--- config.mk ---
export PLATFORM = sky130hd
export DESIGN_NAME = csk_core
export DESIGN_NICKNAME = d
export VERILOG_FILES = /design/src/inc/csk_pkg.sv /design/src/design/csk_alu.sv /design/src/design/csk_skip.sv /design/src/design/csk_core.sv
export SDC_FILE = /design/constraint.sdc
export NUM_CORES = 1
export LEC_CHECK = 0
export CAP_MARGIN = 0
export CORE_ASPECT_RATIO = 0.6
export CORE_MARGIN = 1
export CORE_UTILIZATION = 60
export CTS_CLUSTER_DIAMETER = 80
export DETAILED_ROUTE_END_ITERATION = 10
export DONT_BUFFER_PORTS = 1
export PLACE_DENSITY = 0.73
export SYNTH_ARGS = -nofsm -noshare
export SYNTH_HDL_FRONTEND = slang
export SYNTH_HIERARCHICAL = 1
export SYNTH_SLANG_ARGS = --single-unit
--- constraint.sdc ---
create_clock -name I_MCLK -period 3.3 [get_ports I_MCLK]
set_input_delay 0.165 -clock I_MCLK [delete_from_list [all_inputs] [get_ports I_MCLK]]
set_output_delay 0.165 -clock I_MCLK [all_outputs]
set_load 0.005 [all_outputs]
--- src/inc/csk_pkg.sv ---
// shared constants and types of the conditional-skip execution block
// assumes one clock domain; memory and ports live outside the block
//
// Summary of operation
// RQ1 - skip_if_equal compares work_register with an immediate or memory byte and skips on match.
// RQ2 - every compare sets null, borrow, half-borrow and signed-range flags as a subtraction would.
// RQ3 - skip_if_unequal with a memory byte skips the next instruction when the values differ.
// RQ4 - skip_if_unequal with an immediate skips the next instruction when the values differ.
// RQ5 - bit tests on an IO port bit skip on low or high and leave all four flags alone.
// RQ6 - bit tests on a memory bit skip on low or high and leave all four flags alone.
// RQ7 - inc_skip_if_zero on work_register adds one, writes back, sets flags, skips on zero.
// RQ8 - dec_skip_if_zero on work_register subtracts one, writes back, sets flags, skips on zero.
// RQ9 - inc_skip_if_zero on a memory byte increments it in place, sets flags, skips on zero.
// RQ10 - dec_skip_if_zero on a memory byte decrements it in place, sets flags, skips on zero.
// RQ11 - a skipped instruction is cancelled and changes no register, memory, port or flag.
package csk_pkg;

  // ----------------------------------------
  // widths
  // ----------------------------------------
  localparam int unsigned DATA_W = 8;
  localparam int unsigned ADDR_W = 4;
  localparam int unsigned BSEL_W = 3;
  localparam int unsigned FLAG_W = 4;

  // ----------------------------------------
  // register offsets
  // ----------------------------------------
  localparam logic [3:0] REG_WORK = 4'h0;
  localparam logic [3:0] REG_FLAGS = 4'h4;
  localparam logic [3:0] REG_STATUS = 4'h8;
  localparam logic [3:0] REG_CTRL = 4'hc;

  // ----------------------------------------
  // field positions
  // ----------------------------------------
  localparam int unsigned FLAG_NULL = 0;
  localparam int unsigned FLAG_BORROW = 1;
  localparam int unsigned FLAG_HALF = 2;
  localparam int unsigned FLAG_RANGE = 3;
  localparam int unsigned STAT_PEND = 0;
  localparam int unsigned STAT_CANC = 1;
  localparam int unsigned CTRL_SKIP_EN = 0;

  // ----------------------------------------
  // reset values and fixed operand values
  // ----------------------------------------
  localparam logic [7:0] WORK_RST = 8'h00;
  localparam logic [3:0] FLAGS_RST = 4'h0;
  localparam logic [0:0] CTRL_RST = 1'h1;
  localparam logic [7:0] ONE_VAL = 8'h01;
  localparam logic [7:0] ZERO_VAL = 8'h00;

  // ----------------------------------------
  // instruction codes
  // ----------------------------------------
  typedef enum logic [3:0] {
    OP_NOP,
    OP_CEQ_IMM,
    OP_CEQ_MEM,
    OP_CNE_MEM,
    OP_CNE_IMM,
    OP_T0_IO,
    OP_T1_IO,
    OP_T0_MEM,
    OP_T1_MEM,
    OP_INC_A,
    OP_DEC_A,
    OP_INC_M,
    OP_DEC_M
  } csk_op_e;

endpackage : csk_pkg

--- src/design/csk_alu.sv ---
// 8-bit adder/subtractor with the four status flags
// purely combinational; caller registers the results
`timescale 1ns/1ps
module csk_alu #(
  parameter int unsigned W = csk_pkg::DATA_W
) (
  input wire logic [W-1:0] i_a, // left operand
  input wire logic [W-1:0] i_b, // right operand
  input wire logic i_sub, // 1 subtracts b from a
  output logic [W-1:0] o_res, // result
  output logic [csk_pkg::FLAG_W-1:0] o_flags // null, borrow, half, range
);

  logic [W:0] full;
  logic [4:0] low;
  logic [W-1:0] b_eff;

  always_comb begin
    // subtract as a + ~b + 1; borrow is the inverted carry
    b_eff = i_sub ? ~i_b : i_b;
    full = {1'b0, i_a} + {1'b0, b_eff} + {{W{1'b0}}, i_sub};
    low = {1'b0, i_a[3:0]} + {1'b0, b_eff[3:0]} + {4'h0, i_sub};
    o_res = full[W-1:0];
    o_flags[csk_pkg::FLAG_NULL] = (full[W-1:0] == '0);
    o_flags[csk_pkg::FLAG_BORROW] = full[W] ^ i_sub;
    o_flags[csk_pkg::FLAG_HALF] = low[4] ^ i_sub;
    o_flags[csk_pkg::FLAG_RANGE] = (i_a[W-1] == b_eff[W-1]) && (full[W-1] != i_a[W-1]);
  end

endmodule : csk_alu

--- src/design/csk_skip.sv ---
// skip tracker: remembers that the next instruction must be cancelled
// set and consume come from the same clock domain
`timescale 1ns/1ps
module csk_skip (
  input wire logic i_clk, // clock
  input wire logic i_rst_n, // async reset, active low
  input wire logic i_ce, // clock enable
  input wire logic i_exec, // an instruction is offered
  input wire logic i_set, // condition held for the current instruction
  output logic o_pend, // next instruction will be cancelled
  output logic o_cancel // current instruction is being cancelled
);

  logic pend_r;
  logic pend_nxt;

  always_comb begin
    o_cancel = i_exec && pend_r;
    pend_nxt = pend_r;
    // a cancelled instruction consumes the pending skip and sets nothing
    if (o_cancel) begin
      pend_nxt = 1'b0; // [RQ11]
    end else if (i_exec) begin
      pend_nxt = i_set;
    end
  end

  always_ff @(posedge i_clk or negedge i_rst_n) begin
    if (!i_rst_n) begin
      pend_r <= 1'b0;
    end else if (i_ce) begin
      pend_r <= pend_nxt;
    end
  end

  assign o_pend = pend_r;

endmodule : csk_skip

--- src/design/csk_core.sv ---
// conditional-skip execution unit of a small 8-bit core
// assumes memory read data are valid in the cycle of I_EXEC and IO pins are asynchronous
`timescale 1ns/1ps
module csk_core (
  input wire logic I_MCLK, // system clock, 25 MHz
  input wire logic I_RESET_N, // async reset, active low
  input wire logic I_CE, // clock enable, freezes all state when low
  input wire logic I_EXEC, // one-cycle: instruction offered
  input wire csk_pkg::csk_op_e I_OP, // instruction code
  input wire logic [7:0] I_IMM, // immediate operand
  input wire logic [2:0] I_BSEL, // bit number for bit tests
  input wire logic [7:0] I_MEM_RDATA, // memory byte at the operand address
  input wire logic [7:0] I_IO_PINS, // IO port pin levels, asynchronous
  input wire logic [3:0] I_ADDR, // register address
  input wire logic [7:0] I_WDATA, // register write data
  input wire logic I_WR, // register write strobe
  input wire logic I_RD, // register read strobe
  output logic [7:0] O_RDATA, // register read data, cycle after I_RD
  output logic O_MEM_WE, // one-cycle memory write back
  output logic [7:0] O_MEM_WDATA, // memory write data
  output logic [7:0] O_WORK, // work_register
  output logic [3:0] O_FLAGS, // flag register
  output logic O_SKIP_PEND, // next instruction will be cancelled
  output logic O_CANCELLED // one-cycle: last instruction was cancelled
);

  // ----------------------------------------
  // pin synchroniser
  // ----------------------------------------
  logic [7:0] io_meta_r;
  logic [7:0] io_sync_r;

  always_ff @(posedge I_MCLK or negedge I_RESET_N) begin
    if (!I_RESET_N) begin
      io_meta_r <= '0;
      io_sync_r <= '0;
    end else if (I_CE) begin
      io_meta_r <= I_IO_PINS;
      io_sync_r <= io_meta_r;
    end
  end

  // ----------------------------------------
  // state
  // ----------------------------------------
  logic [7:0] work_r;
  logic [7:0] work_nxt;
  logic [3:0] flags_r;
  logic [3:0] flags_nxt;
  logic skip_en_r;
  logic skip_en_nxt;
  logic canc_r;
  logic canc_nxt;
  logic mem_we_r;
  logic mem_we_nxt;
  logic [7:0] mem_wd_r;
  logic [7:0] mem_wd_nxt;
  logic [7:0] rdata_r;
  logic [7:0] rdata_nxt;

  // ----------------------------------------
  // datapath
  // ----------------------------------------
  logic [7:0] alu_a;
  logic [7:0] alu_b;
  logic alu_sub;
  logic [7:0] alu_res;
  logic [3:0] alu_flags;
  logic cond;
  logic run;
  logic cancel;
  logic pend;

  function automatic logic bit_of(input logic [7:0] v, input logic [2:0] n);
    bit_of = v[n];
  endfunction : bit_of

  csk_alu #(
    .W(csk_pkg::DATA_W)
  ) u_alu (
    .i_a(alu_a),
    .i_b(alu_b),
    .i_sub(alu_sub),
    .o_res(alu_res),
    .o_flags(alu_flags)
  );

  csk_skip u_skip (
    .i_clk(I_MCLK),
    .i_rst_n(I_RESET_N),
    .i_ce(I_CE),
    .i_exec(I_EXEC),
    .i_set(cond && skip_en_r),
    .o_pend(pend),
    .o_cancel(cancel)
  );

  assign run = I_EXEC && !cancel; // [RQ11]

  // operand selection and skip condition
  always_comb begin
    alu_a = work_r;
    alu_b = I_IMM;
    alu_sub = 1'b1;
    cond = 1'b0;
    unique case (I_OP)
      csk_pkg::OP_CEQ_IMM: begin
        cond = (work_r == I_IMM); // [RQ1]
      end
      csk_pkg::OP_CEQ_MEM: begin
        alu_b = I_MEM_RDATA;
        cond = (work_r == I_MEM_RDATA); // [RQ1]
      end
      csk_pkg::OP_CNE_MEM: begin
        alu_b = I_MEM_RDATA;
        cond = (work_r != I_MEM_RDATA); // [RQ3]
      end
      csk_pkg::OP_CNE_IMM: begin
        cond = (work_r != I_IMM); // [RQ4]
      end
      csk_pkg::OP_T0_IO: begin
        cond = !bit_of(io_sync_r, I_BSEL); // [RQ5]
      end
      csk_pkg::OP_T1_IO: begin
        cond = bit_of(io_sync_r, I_BSEL); // [RQ5]
      end
      csk_pkg::OP_T0_MEM: begin
        cond = !bit_of(I_MEM_RDATA, I_BSEL); // [RQ6]
      end
      csk_pkg::OP_T1_MEM: begin
        cond = bit_of(I_MEM_RDATA, I_BSEL); // [RQ6]
      end
      csk_pkg::OP_INC_A: begin
        alu_b = csk_pkg::ONE_VAL;
        alu_sub = 1'b0;
        cond = (alu_res == csk_pkg::ZERO_VAL); // [RQ7]
      end
      csk_pkg::OP_DEC_A: begin
        alu_b = csk_pkg::ONE_VAL;
        cond = (alu_res == csk_pkg::ZERO_VAL); // [RQ8]
      end
      csk_pkg::OP_INC_M: begin
        alu_a = I_MEM_RDATA;
        alu_b = csk_pkg::ONE_VAL;
        alu_sub = 1'b0;
        cond = (alu_res == csk_pkg::ZERO_VAL); // [RQ9]
      end
      csk_pkg::OP_DEC_M: begin
        alu_a = I_MEM_RDATA;
        alu_b = csk_pkg::ONE_VAL;
        cond = (alu_res == csk_pkg::ZERO_VAL); // [RQ10]
      end
      default: begin
        cond = 1'b0;
      end
    endcase
  end

  // ----------------------------------------
  // next-state for architectural state
  // ----------------------------------------
  always_comb begin
    work_nxt = work_r;
    flags_nxt = flags_r;
    skip_en_nxt = skip_en_r;
    mem_we_nxt = 1'b0;
    mem_wd_nxt = mem_wd_r;
    canc_nxt = I_EXEC && cancel; // [RQ11]
    // software writes first so an instruction in the same cycle wins
    if (I_WR) begin
      unique case (I_ADDR)
        csk_pkg::REG_WORK: work_nxt = I_WDATA;
        csk_pkg::REG_FLAGS: flags_nxt = I_WDATA[3:0];
        csk_pkg::REG_CTRL: skip_en_nxt = I_WDATA[csk_pkg::CTRL_SKIP_EN];
        default: skip_en_nxt = skip_en_r;
      endcase
    end
    if (run) begin
      unique case (I_OP)
        csk_pkg::OP_CEQ_IMM, csk_pkg::OP_CEQ_MEM,
        csk_pkg::OP_CNE_MEM, csk_pkg::OP_CNE_IMM: begin
          flags_nxt = alu_flags; // [RQ2]
        end
        csk_pkg::OP_INC_A, csk_pkg::OP_DEC_A: begin
          work_nxt = alu_res; // [RQ7] [RQ8]
          flags_nxt = alu_flags;
        end
        csk_pkg::OP_INC_M, csk_pkg::OP_DEC_M: begin
          mem_we_nxt = 1'b1; // [RQ9] [RQ10]
          mem_wd_nxt = alu_res;
          flags_nxt = alu_flags;
        end
        default: begin
          // bit tests and no-op leave flags untouched
          flags_nxt = flags_nxt; // [RQ5] [RQ6]
        end
      endcase
    end
  end

  always_ff @(posedge I_MCLK or negedge I_RESET_N) begin
    if (!I_RESET_N) begin
      work_r <= csk_pkg::WORK_RST;
      flags_r <= csk_pkg::FLAGS_RST;
      skip_en_r <= csk_pkg::CTRL_RST[0];
      canc_r <= 1'b0;
      mem_we_r <= 1'b0;
      mem_wd_r <= csk_pkg::ZERO_VAL;
    end else if (I_CE) begin
      work_r <= work_nxt;
      flags_r <= flags_nxt;
      skip_en_r <= skip_en_nxt;
      canc_r <= canc_nxt;
      mem_we_r <= mem_we_nxt;
      mem_wd_r <= mem_wd_nxt;
    end
  end

  // ----------------------------------------
  // register read port
  // ----------------------------------------
  always_comb begin
    rdata_nxt = csk_pkg::ZERO_VAL;
    // unmapped addresses read zero; data stand only one cycle
    if (I_RD) begin
      unique case (I_ADDR)
        csk_pkg::REG_WORK: rdata_nxt = work_r;
        csk_pkg::REG_FLAGS: rdata_nxt = {4'h0, flags_r};
        csk_pkg::REG_STATUS: begin
          rdata_nxt[csk_pkg::STAT_PEND] = pend;
          rdata_nxt[csk_pkg::STAT_CANC] = canc_r;
        end
        csk_pkg::REG_CTRL: rdata_nxt = {7'h00, skip_en_r};
        default: rdata_nxt = csk_pkg::ZERO_VAL;
      endcase
    end
  end

  always_ff @(posedge I_MCLK or negedge I_RESET_N) begin
    if (!I_RESET_N) begin
      rdata_r <= csk_pkg::ZERO_VAL;
    end else if (I_CE) begin
      rdata_r <= rdata_nxt;
    end
  end

  assign O_RDATA = rdata_r;
  assign O_MEM_WE = mem_we_r;
  assign O_MEM_WDATA = mem_wd_r;
  assign O_WORK = work_r;
  assign O_FLAGS = flags_r;
  assign O_SKIP_PEND = pend;
  assign O_CANCELLED = canc_r;

endmodule : csk_core

==> flow_metrics.tcl, run 1 <==
set metrics [dict create \
    synth_top_area_share_pct 33.0 \
    synthMostInstantiatedCell "dfrtp_1" \
    final_core_util_pct 70.2 \
    syn_nets 429 \
    hold_class "in -> reg" \
    slew_viol_final 0 \
    clock-root-buffer "clkbuf_8" \
    dieArea_sq_um 6260 \
    drt_iter0_drc 318 \
    fp.dieW_um 101 \
    leakagePower_nw 1.58 \
    rows 21 \
    end_kind "register" \
    cts.sinks 48 \
    multi_input_area_sq_um 2190 \
    grt_max_degree 49 \
    startpoint_type "primary input" \
    clk_pin_slew_worst_paths_ns 0.09 \
    min_period_ns 3.02 \
    regArea_sq_um 1200 \
    wire_per_inst_um 21.5 \
    num-fill-cells 436 \
    n_antenna_cell 0 \
    gp_congestion 1.02 \
    grt_pass1_vias 2739 \
    fin_nets 449 \
    cts_setup_buffers 0 \
    finalWirelength_um 10100 \
    power_density_nw_per_um2 710 \
    drc 0 \
    first_pass_iters 5 \
    yosys_warnings 6 \
    arrival_ns 3.21 \
    async_reset_ff_share_pct 100 \
    syn_inst 372 \
    io_pins 80 \
    clk_path_buf_depth 2 \
    initial_core_util_pct 63.0 \
    cp.required_ns 3.49 \
    max_freq_mhz 331 \
    synthesis.area_sq_um 3560 \
    cts_tree "built" \
    via_count 3072 \
    yosys.area.top_type "dfrtp_1" \
    rsz0062_at_grt "no" \
    vias_per_cell 6.49 \
    syn_to_final_growth_pct 11.4 \
    core_area_sq_um 5650 \
    cts_buffers 5 \
    yosysSeqAreaShare_pct 33.8 \
    ys_types 66 \
    ir_drop_mv 0.427 \
    die_y_um 61.7 \
    slew_headroom_pct 46.9 \
    finalCritPeriodShare_pct 91.5 \
    synth_edf_count 0 \
    dp.cells 456 \
    status "finished, final reports clean" \
    maxCapViolations 0 \
    cp_max_fo 14 \
    synth_flop_cell "dfrtp_1" \
    dp_hpwl_um 7580 \
    clock_skew_ns 0.00643 \
    final_cells 473 \
    tightestPinTransition_ns 0.794 \
    overflow 0 \
    yosys-top-cells-area "dfrtp_1 33%, mux2_2 9.8%, xor2_1 4.9%" \
    ant_nets 0 \
    crit_type "in -> reg" \
    ys_ff_latch 48 \
    insertion_delay_ns 0.30 \
    ff2ff_setup_slack_ns 0.35 \
    grt_pass1_wl_um 15200 \
    layout-drive-gt1-share_pct 21.1 \
    antenna_found_initial 0 \
    grt_usage_pct 33.7 \
    cts_max_level 2 \
    synthTopCellsByCount "47 x dfrtp_1, 31 x mux2_2, 26 x nand2_1, 24 x a21oi_1, 21 x o21ai_0" \
    finalSetupViolations 0 \
    avgSynthCellArea_sq_um 9.57 \
    hold_viol_final 0 \
    port_buffers 0 \
]
-- layer usage --
| layer | global-route usage [%] | up-vias | share of wire [%] |
|---|---|---|---|
| met2 | 47.0 | 188 | 40 |
| met4 | 7.25 | 0 | 1.1 |
| li1 | - | 1383 | - |
| met1 | 48.5 | 1484 | 45 |
| met3 | 14.3 | 17 | 14 |
| met5 | 0 | - | 0 |
-- logic make-up after synthesis --
kind of cell | Yosys count | share of synthesized area [%]
simple gates | 105 | 16.4
flops | 48 | 33.8
buf+inv | 39 | 5.41
xor+xnor | 34 | 8.37
compound gates | 91 | 16.5
mux | 47 | 16.6
fa+ha+maj | 8 | 3.02
-- report_power, final --
group / leakage (nW) / internal (mW) / switching, mW
Sequential: 0.580 / 0.735 / 0.165
Combinational: 0.943 / 0.662 / 0.805
Clock: 0.0548 / 0.229 / 0.219
Total: 1.58 / 1.63 / 1.19
-- cells in the final DEF, fill, tap and decap left out, drive strengths merged, types with 3 or more instances in the layout --
cell / instances
dfrtp: 47
mux2: 31
nand2: 26
buf: 25
a21oi: 24
o21ai: 22
xor2: 20
inv: 20
nor2: 20
o22ai: 18
xnor2: 14
nand3: 13
nor2b: 11
mux2i: 11
dlygate4sd3: 8
ha: 7
clkbuf: 5
mux4: 5
nand2b: 4
nand3b: 4
o211ai: 4
nand4: 4
nor4: 3
or3: 3
nor3: 3
and2b: 3
nor4b: 3
and2: 3
-- critical path, cell delays in order --
cell	delay, ns
nor2_4	0.13
xor2_1	0.36
nand2_1	0.10
o21ai_0	0.11
xor2_1	0.17
ha_1	0.29
a21oi_2	0.22
o22ai_1	0.15
or4b_1	0.51
o211ai_1	0.13
nor4_1	0.08
nand4b_1	0.15
a41oi_1	0.13
a311o_2	0.33
nand3_1	0.09
o21ai_0	0.07
-- cell type report --
cell class / count / area share [%]
inverter: 19 / 1.80
multi-input combinational: 285 / 55.2
timing repair buffer: 33 / 7.26
clock inverter: 3 / 1.17
clock buffer: 5 / 1.74
sequential: 48 / 30.3
tap: 80 / 2.52
-- final timing paths --
check | cells past startpoint | start | endpoint
max in group asynchronous | 2 | I_RESET_N | skip_en_r$_DFFE_PN1P_
max reg2reg | 14 | O_WORK[0]$_DFFE_PN0P_ | u_skip/o_pend$_DFFE_PN0P_
max | 16 | I_OP[1] | u_skip/o_pend$_DFFE_PN0P_
min | 1 | I_IO_PINS[1] | io_meta_r[1]$_DFFE_PN0P_
min in group asynchronous | 2 | I_RESET_N | io_meta_r[3]$_DFFE_PN0P_
min reg2reg | 1 | io_sync_r[5]$_DFFE_PN0P_ | io_sync_r[5]$_DFFE_PN0P_
-- through the flow --
| step | setup slack, ns | cell area [sq um] | hold WS [ns] | total power [mW] | TNS, ns |
|---|---|---|---|---|---|
| 3_3_place_gp | 0.0767 | 3730 | -0.130 | 2.25 | 0 |
| 4_1_cts | 0.290 | 3910 | 0.00111 | 2.75 | 0 |
| 3_5_place_dp | -0.0358 | 3730 | -0.130 | 2.28 | -0.0358 |
| 2_1_floorplan | 0.0187 | 3580 | -0.131 | 1.80 | 0 |
| 5_1_grt | 0.0686 | 3970 | -0.000445 | 2.96 | 0 |
| 6_report | 0.282 | 3970 | 0.00537 | 2.81 | 0 |
-- timing repair --
| item | 4_1_cts | 5_1_grt |
|---|---|---|
| resized for setup | 0 | 2 |
| hold buffers | 4 | 5 |
| endpoints found under the hold margin | 70 | 5 |
| setup endpoints to repair | 0 | 1 |
-- sequential cells by signal, summed over array words and instances, names as in the netlist --
name	count
io_meta_r	8
O_RDATA	8
O_CANCELLED	1
skip_en_r	1
u_skip/o_pend	1
O_MEM_WE	1
O_MEM_WDATA	8
O_WORK	8
io_sync_r	8
O_FLAGS	4
No activity file was read; power rests on OpenSTA's default activity.
==> inputs of run 2 (changes only) <==
==> constraint.sdc (replaced) <==
create_clock -name I_MCLK -period 3.7 [get_ports I_MCLK]
set_input_delay 0.185 -clock I_MCLK [delete_from_list [all_inputs] [get_ports I_MCLK]]
set_output_delay 0.185 -clock I_MCLK [all_outputs]
set_load 0.005 [all_outputs]
==> run 2 against run 1 <==
Compared with the run above: die area unchanged; utilization down 2.5 points; worst hold slack worse by 0.0045 ns; sequential share of layout area up 1.1 points; flip-flop and latch count unchanged; first-iteration DRC count down 8.8%; cell area down 3.5%; final cell count down 2.7%; setup slack better by 0.16 ns; count of clock-buffer cells in the layout up 1; total power down 15%; via count up 1.0%; largest power group unchanged.
==> flow_metrics.tcl, run 2 (synthesis results as in run 1) <==
set metrics [dict create \
    cpMaxStageDelayCell "or4b_1" \
    hold_start "I_EXEC" \
    layout-drive-gt1-share_pct 17.4 \
    grt_usage_pct 34.0 \
    cts_tree "built" \
    r2r-start "O_WORK[0]$_DFFE_PN0P_" \
    io_pins 80 \
    overflow 0 \
    cts_buffers 5 \
    r2r_cells 15 \
    ff2ff_setup_slack_ns 0.57 \
    cp.required_ns 3.91 \
    drc 0 \
    p_sw_mw 1.06 \
    grt_use_met2_pct 46.3 \
    hold_buffers 4 \
    finalSetupViolations 0 \
    clkPwrFrac_pct 14.9 \
    power_density_nw_per_um2 624 \
    rows 21 \
    cpMostUsedCell "o21ai_0" \
    drt_iter0_drc 290 \
    grt_pass1_wl_um 15100 \
    mostFrequentLayoutCells "47 x dfrtp_1, 31 x mux2_2, 26 x nand2_1" \
    crit_type "in -> reg" \
    slew_viol_final 0 \
    grt-busiest-layer "met1" \
    crit_buf_inv 1 \
    cts_setup_buffers 0 \
    final_cells 460 \
    antenna_found_initial 0 \
    cts.sinks 48 \
    critical-path-top-delay-family "compound AO/OA/AOI/OAI gates" \
    critical_path.cell_chain "nor2_4, a22o_1, nand2_1, buf_4, o21ai_0, ha_1, a21oi_1, o21bai_1, or4b_1, o211ai_1, nor4_1, nand4b_1, a41oi_1, a311o_2, nand3_1, o21ai_0" \
    vias_per_cell 6.75 \
    first_pass_iters 5 \
    grt_pass1_vias 2765 \
    die_y_um 61.7 \
    grt_use_met3_pct 15.9 \
    gp_congestion 0.991 \
    slew_headroom_pct 17.0 \
    r2r-end "u_skip/o_pend$_DFFE_PN0P_" \
    finalWirelength_um 10300 \
    clock-root-buffer "clkbuf_8" \
    clk_pin_slew_worst_paths_ns 0.10 \
    startpoint_type "primary input" \
    seq_power_share_pct 33.3 \
    n_antenna_cell 0 \
    finalCritPeriodShare_pct 88.0 \
    dp_hpwl_um 7480 \
    crit_path_max_incr_delay_ns 0.48 \
    clock_skew_ns 0.00578 \
    status "finished, final reports clean" \
    hold_class "in -> reg" \
    arrival_ns 3.46 \
    grt_max_degree 49 \
    post_cts_resized 0 \
    clk_path_buf_depth 2 \
    tightestPinTransition_ns 1.24 \
    leakagePower_nw 1.51 \
    rsz0062_at_grt "no" \
    insertion_delay_ns 0.32 \
    cp_max_fo 14 \
    met1_usage_pct 48.2 \
    num-fill-cells 461 \
    end_kind "register" \
    fin_nets 436 \
    syn_to_final_growth_pct 7.45 \
    dp.cells 443 \
    fp.dieW_um 101 \
    via_count 3103 \
    critPathLaunch "I_OP[1]" \
    port_buffers 0 \
    final_common_cell "dfrtp_1" \
    finalSetupTns_ns 0 \
    hold_viol_final 0 \
    switching_share_pct 44.2 \
    max_freq_mhz 307 \
    min_period_ns 3.26 \
    ant_nets 0 \
    maxCapViolations 0 \
    crit_end "u_skip/o_pend$_DFFE_PN0P_" \
    internal_power_mw 1.33 \
    cts_max_level 2 \
    power_mw 2.39 \
    initial_core_util_pct 63.0 \
    wire_per_inst_um 22.3 \
    ir_drop_mv 0.350 \
    comb_power_share_pct 51.8 \
    dieArea_sq_um 6260 \
    core_area_sq_um 5650 \
    crit_cells 16 \
]
-- run 2: per-stage QoR --
step                      area, sq um  setup slack, ns  hold slack, ns  utilization [%]
after global routing             3820            0.297        0.000456             67.7
after floorplan                  3560            0.283          -0.111                -
final                            3820            0.444        0.000829             67.7
after CTS                        3770            0.545         0.00192             66.8
after global placement           3620            0.294          -0.109             64.1
after detailed placement         3620            0.203          -0.109             64.1
-- run 2: area by class of cell --
cell class	instances	area [sq um]	area share, %
Clock buffer	6	82.6	2.16
Clock inverter	2	13.8	0.360
Inverter	19	71.3	1.86
Multi-Input combinational cell	285	2160	56.6
Sequential cell	48	1200	31.4
Tap cell	80	100	2.62
Timing Repair Buffer	20	190	4.97
-- run 2: layer usage --
metal / part of all wire, % / wire length [um]
met1: 43 / 4420
met2: 40 / 4130
met3: 16 / 1640
met4: 0.89 / 91
met5: 0 / 0
-- run 2: worst min-delay path by stage --
| stage | end | slack (ns) | cells after the start |
|---|---|---|---|
| 3_5_place_dp | O_MEM_WDATA[5]$_DFFE_PN0P_ | -0.11 | 0 |
| 4_1_cts | u_skip/o_pend$_DFFE_PN0P_ | 0.002 | 2 |
| 2_1_floorplan | O_CANCELLED$_DFFE_PN0P_ | -0.11 | 0 |
| 6_report | u_skip/o_pend$_DFFE_PN0P_ | 0.0008 | 2 |
| 3_3_place_gp | O_MEM_WDATA[5]$_DFFE_PN0P_ | -0.11 | 0 |
| 5_1_grt | io_meta_r[5]$_DFFE_PN0P_ | 0.0005 | 1 |
-- run 2: power groups by stage --
stage,clock [mW],sequential [mW],combinational (mW)
after floorplan,0,0.756,0.832
after global placement,0,0.796,1.13
after detailed placement,0,0.798,1.14
after CTS,0.353,0.788,1.17
after global routing,0.383,0.808,1.31
final,0.355,0.794,1.24
==> inputs of run 3 (changes only) <==
--- a/config.mk
+++ b/config.mk
@@ -13,6 +13,7 @@
 export DETAILED_ROUTE_END_ITERATION = 10
 export DONT_BUFFER_PORTS = 1
 export PLACE_DENSITY = 0.73
+export SETUP_SLACK_MARGIN = 0.5
 export SYNTH_ARGS = -nofsm -noshare
 export SYNTH_HDL_FRONTEND = slang
 export SYNTH_HIERARCHICAL = 1
==> run 3 against run 2 <==
Compared with the run above: non-clock buffer count fell by 8; critical path type unchanged; cell area rose by 1.3%; wire length fell by 1.6%; global-route usage fell by 0.62 points; worst hold slack improved by 0.020 ns; setup slack improved by 0.19 ns; largest cell class unchanged; flip-flop and latch count did not move; via count fell by 4.0%; clock skew rose by 0.0037 ns; clock power rose by 25%; count of clock-buffer cells in the layout fell by 1; total power rose by 4.8%.
==> flow_metrics.tcl, run 3 (synthesis results as in run 1) <==
set metrics [dict create \
    ff2ff_setup_slack_ns 0.74 \
    vias_per_cell 6.60 \
    syn_to_final_growth_pct 8.89 \
    ir_drop_mv 0.372 \
    fp.dieW_um 101 \
    status "finished, final reports clean" \
    slew_viol_final 0 \
    fin_nets 428 \
    maxCapViolations 0 \
    r2r-start "O_WORK[0]$_DFFE_PN0P_" \
    min_delay_path_depth 1 \
    clk_pin_slew_worst_paths_ns 0.09 \
    cts_max_level 2 \
    crit_buf_inv 0 \
    finalCritPeriodShare_pct 82.8 \
    clk_path_buf_depth 2 \
    final_common_cell "dfrtp_1" \
    n_antenna_cell 0 \
    leakagePower_nw 1.51 \
    r2r-end "u_skip/o_pend$_DFFE_PN0P_" \
    crit_end "u_skip/o_pend$_DFFE_PN0P_" \
    min_period_ns 3.06 \
    grt_pass1_wl_um 15000 \
    finalWirelength_um 10100 \
    max_freq_mhz 326 \
    critPathLaunch "I_OP[1]" \
    hold_class "in -> reg" \
    finalSetupViolations 0 \
    arrival_ns 3.26 \
    drc 0 \
    first_pass_iters 5 \
    num-fill-cells 439 \
    mostFrequentLayoutCells "47 x dfrtp_1, 29 x mux2_2, 24 x nand2_1" \
    clock_skew_ns 0.00950 \
    startpoint_type "primary input" \
    slew_headroom_pct 30.8 \
    crit_path_max_incr_delay_ns 0.48 \
    power_density_nw_per_um2 646 \
    grt_usage_pct 33.3 \
    dieArea_sq_um 6260 \
    grt_pass1_vias 2683 \
    crit_cells 15 \
    cp.required_ns 3.89 \
    clock-root-buffer "clkbuf_8" \
    cts_buffers 5 \
    dp.cells 441 \
    overflow 0 \
    cts_setup_buffers 0 \
    hold_viol_final 0 \
    final_core_util_pct 68.6 \
    core_area_sq_um 5650 \
    crit_type "in -> reg" \
    die_y_um 61.7 \
    critical-path-top-delay-family "compound AO/OA/AOI/OAI gates" \
    rsz0062_at_grt "no" \
    port_buffers 0 \
    insertion_delay_ns 0.31 \
    wire_per_inst_um 22.4 \
    dp_hpwl_um 7580 \
    cts.sinks 48 \
    cp_max_fo 14 \
    grt_max_degree 49 \
    finalSetupTns_ns 0 \
    via_count 2978 \
    critical_path.cell_chain "nor2_4, xnor2_1, o22ai_1, xor2_1, ha_1, a21oi_2, o21bai_1, or4b_1, o211ai_1, nor4_1, nand4b_1, a41oi_1, a311o_2, nand3_1, o21ai_0" \
    final_cells 451 \
    end_kind "register" \
    rows 21 \
    ant_nets 0 \
    r2r_cells 15 \
    antenna_found_initial 0 \
    cts_tree "built" \
    drt_iter0_drc 349 \
    cpMaxStageDelayCell "or4b_1" \
    layout-drive-gt1-share_pct 19.9 \
    tightestPinTransition_ns 1.03 \
    io_pins 80 \
    gp_congestion 0.945 \
    initial_core_util_pct 63.0 \
]
[run 3: how the worst min path moves through the flow]
| stage | start | endpoint | slack (ns) |
|---|---|---|---|
| 4_1_cts | I_EXEC | u_skip/o_pend$_DFFE_PN0P_ | 0.02 |
| 2_1_floorplan | I_RESET_N | O_CANCELLED$_DFFE_PN0P_ | -0.11 |
| 3_3_place_gp | I_RESET_N | O_MEM_WDATA[5]$_DFFE_PN0P_ | -0.11 |
| 6_report | I_IO_PINS[2] | io_meta_r[2]$_DFFE_PN0P_ | 0.02 |
| 5_1_grt | I_IO_PINS[2] | io_meta_r[2]$_DFFE_PN0P_ | 0.007 |
| 3_5_place_dp | I_RESET_N | io_sync_r[0]$_DFFE_PN0P_ | -0.11 |
[run 3: per-stage QoR]
| step | cell area, sq um | setup slack, ns | hold slack [ns] | power, mW |
|---|---|---|---|---|
| floorplan | 3640 | 0.477 | -0.111 | 1.65 |
| global placement | 3680 | 0.339 | -0.108 | 1.99 |
| detailed placement | 3680 | 0.226 | -0.110 | 2.00 |
| CTS | 3850 | 0.555 | 0.0159 | 2.47 |
| global route | 3880 | 0.510 | 0.00681 | 2.63 |
| finish | 3880 | 0.635 | 0.0205 | 2.50 |
[run 3: final cells by class]
type | instances | area [sq um] | share of cell area (%)
Clock inverter | 2 | 60.1 | 1.55
Timing Repair Buffer | 12 | 115 | 2.97
Inverter | 19 | 71.3 | 1.84
Tap cell | 80 | 100 | 2.58
Sequential cell | 48 | 1200 | 31.0
Clock buffer | 5 | 68.8 | 1.78
Multi-Input combinational cell | 285 | 2260 | 58.3
[run 3: worst reg2reg max path, delay by kind of cell (launching register included)]
family / cells / cell delay [ns]
fa+ha+maj: 1 / 0.35
simple gates: 5 / 0.64
mux: 1 / 0.18
flops: 1 / 0.54
xor+xnor: 1 / 0.15
buf+inv: 1 / 0.08
compound gates: 6 / 0.95
[run 3: what timing repair did]
action	in CTS	in global routing
gates resized for setup	0	3
endpoints found under the hold margin	70	0
endpoints found under the setup margin	0	2
hold buffers	3	0
[run 3: metal layers]
| layer | up-vias | share of wire [%] | GRT usage, % |
|---|---|---|---|
| met1 | 1440 | 47 | 51.5 |
| li1 | 1354 | - | - |
| met5 | - | 0 | 0 |
| met3 | 6 | 13 | 10.6 |
| met2 | 178 | 40 | 45.1 |
| met4 | 0 | 0.52 | 6.42 |
[run 3: report_power, final]
part	switching (mW)	internal (mW)	total, mW
sequential	0.168	0.655	0.823
clock	0.178	0.266	0.444
combinational	0.683	0.553	1.24
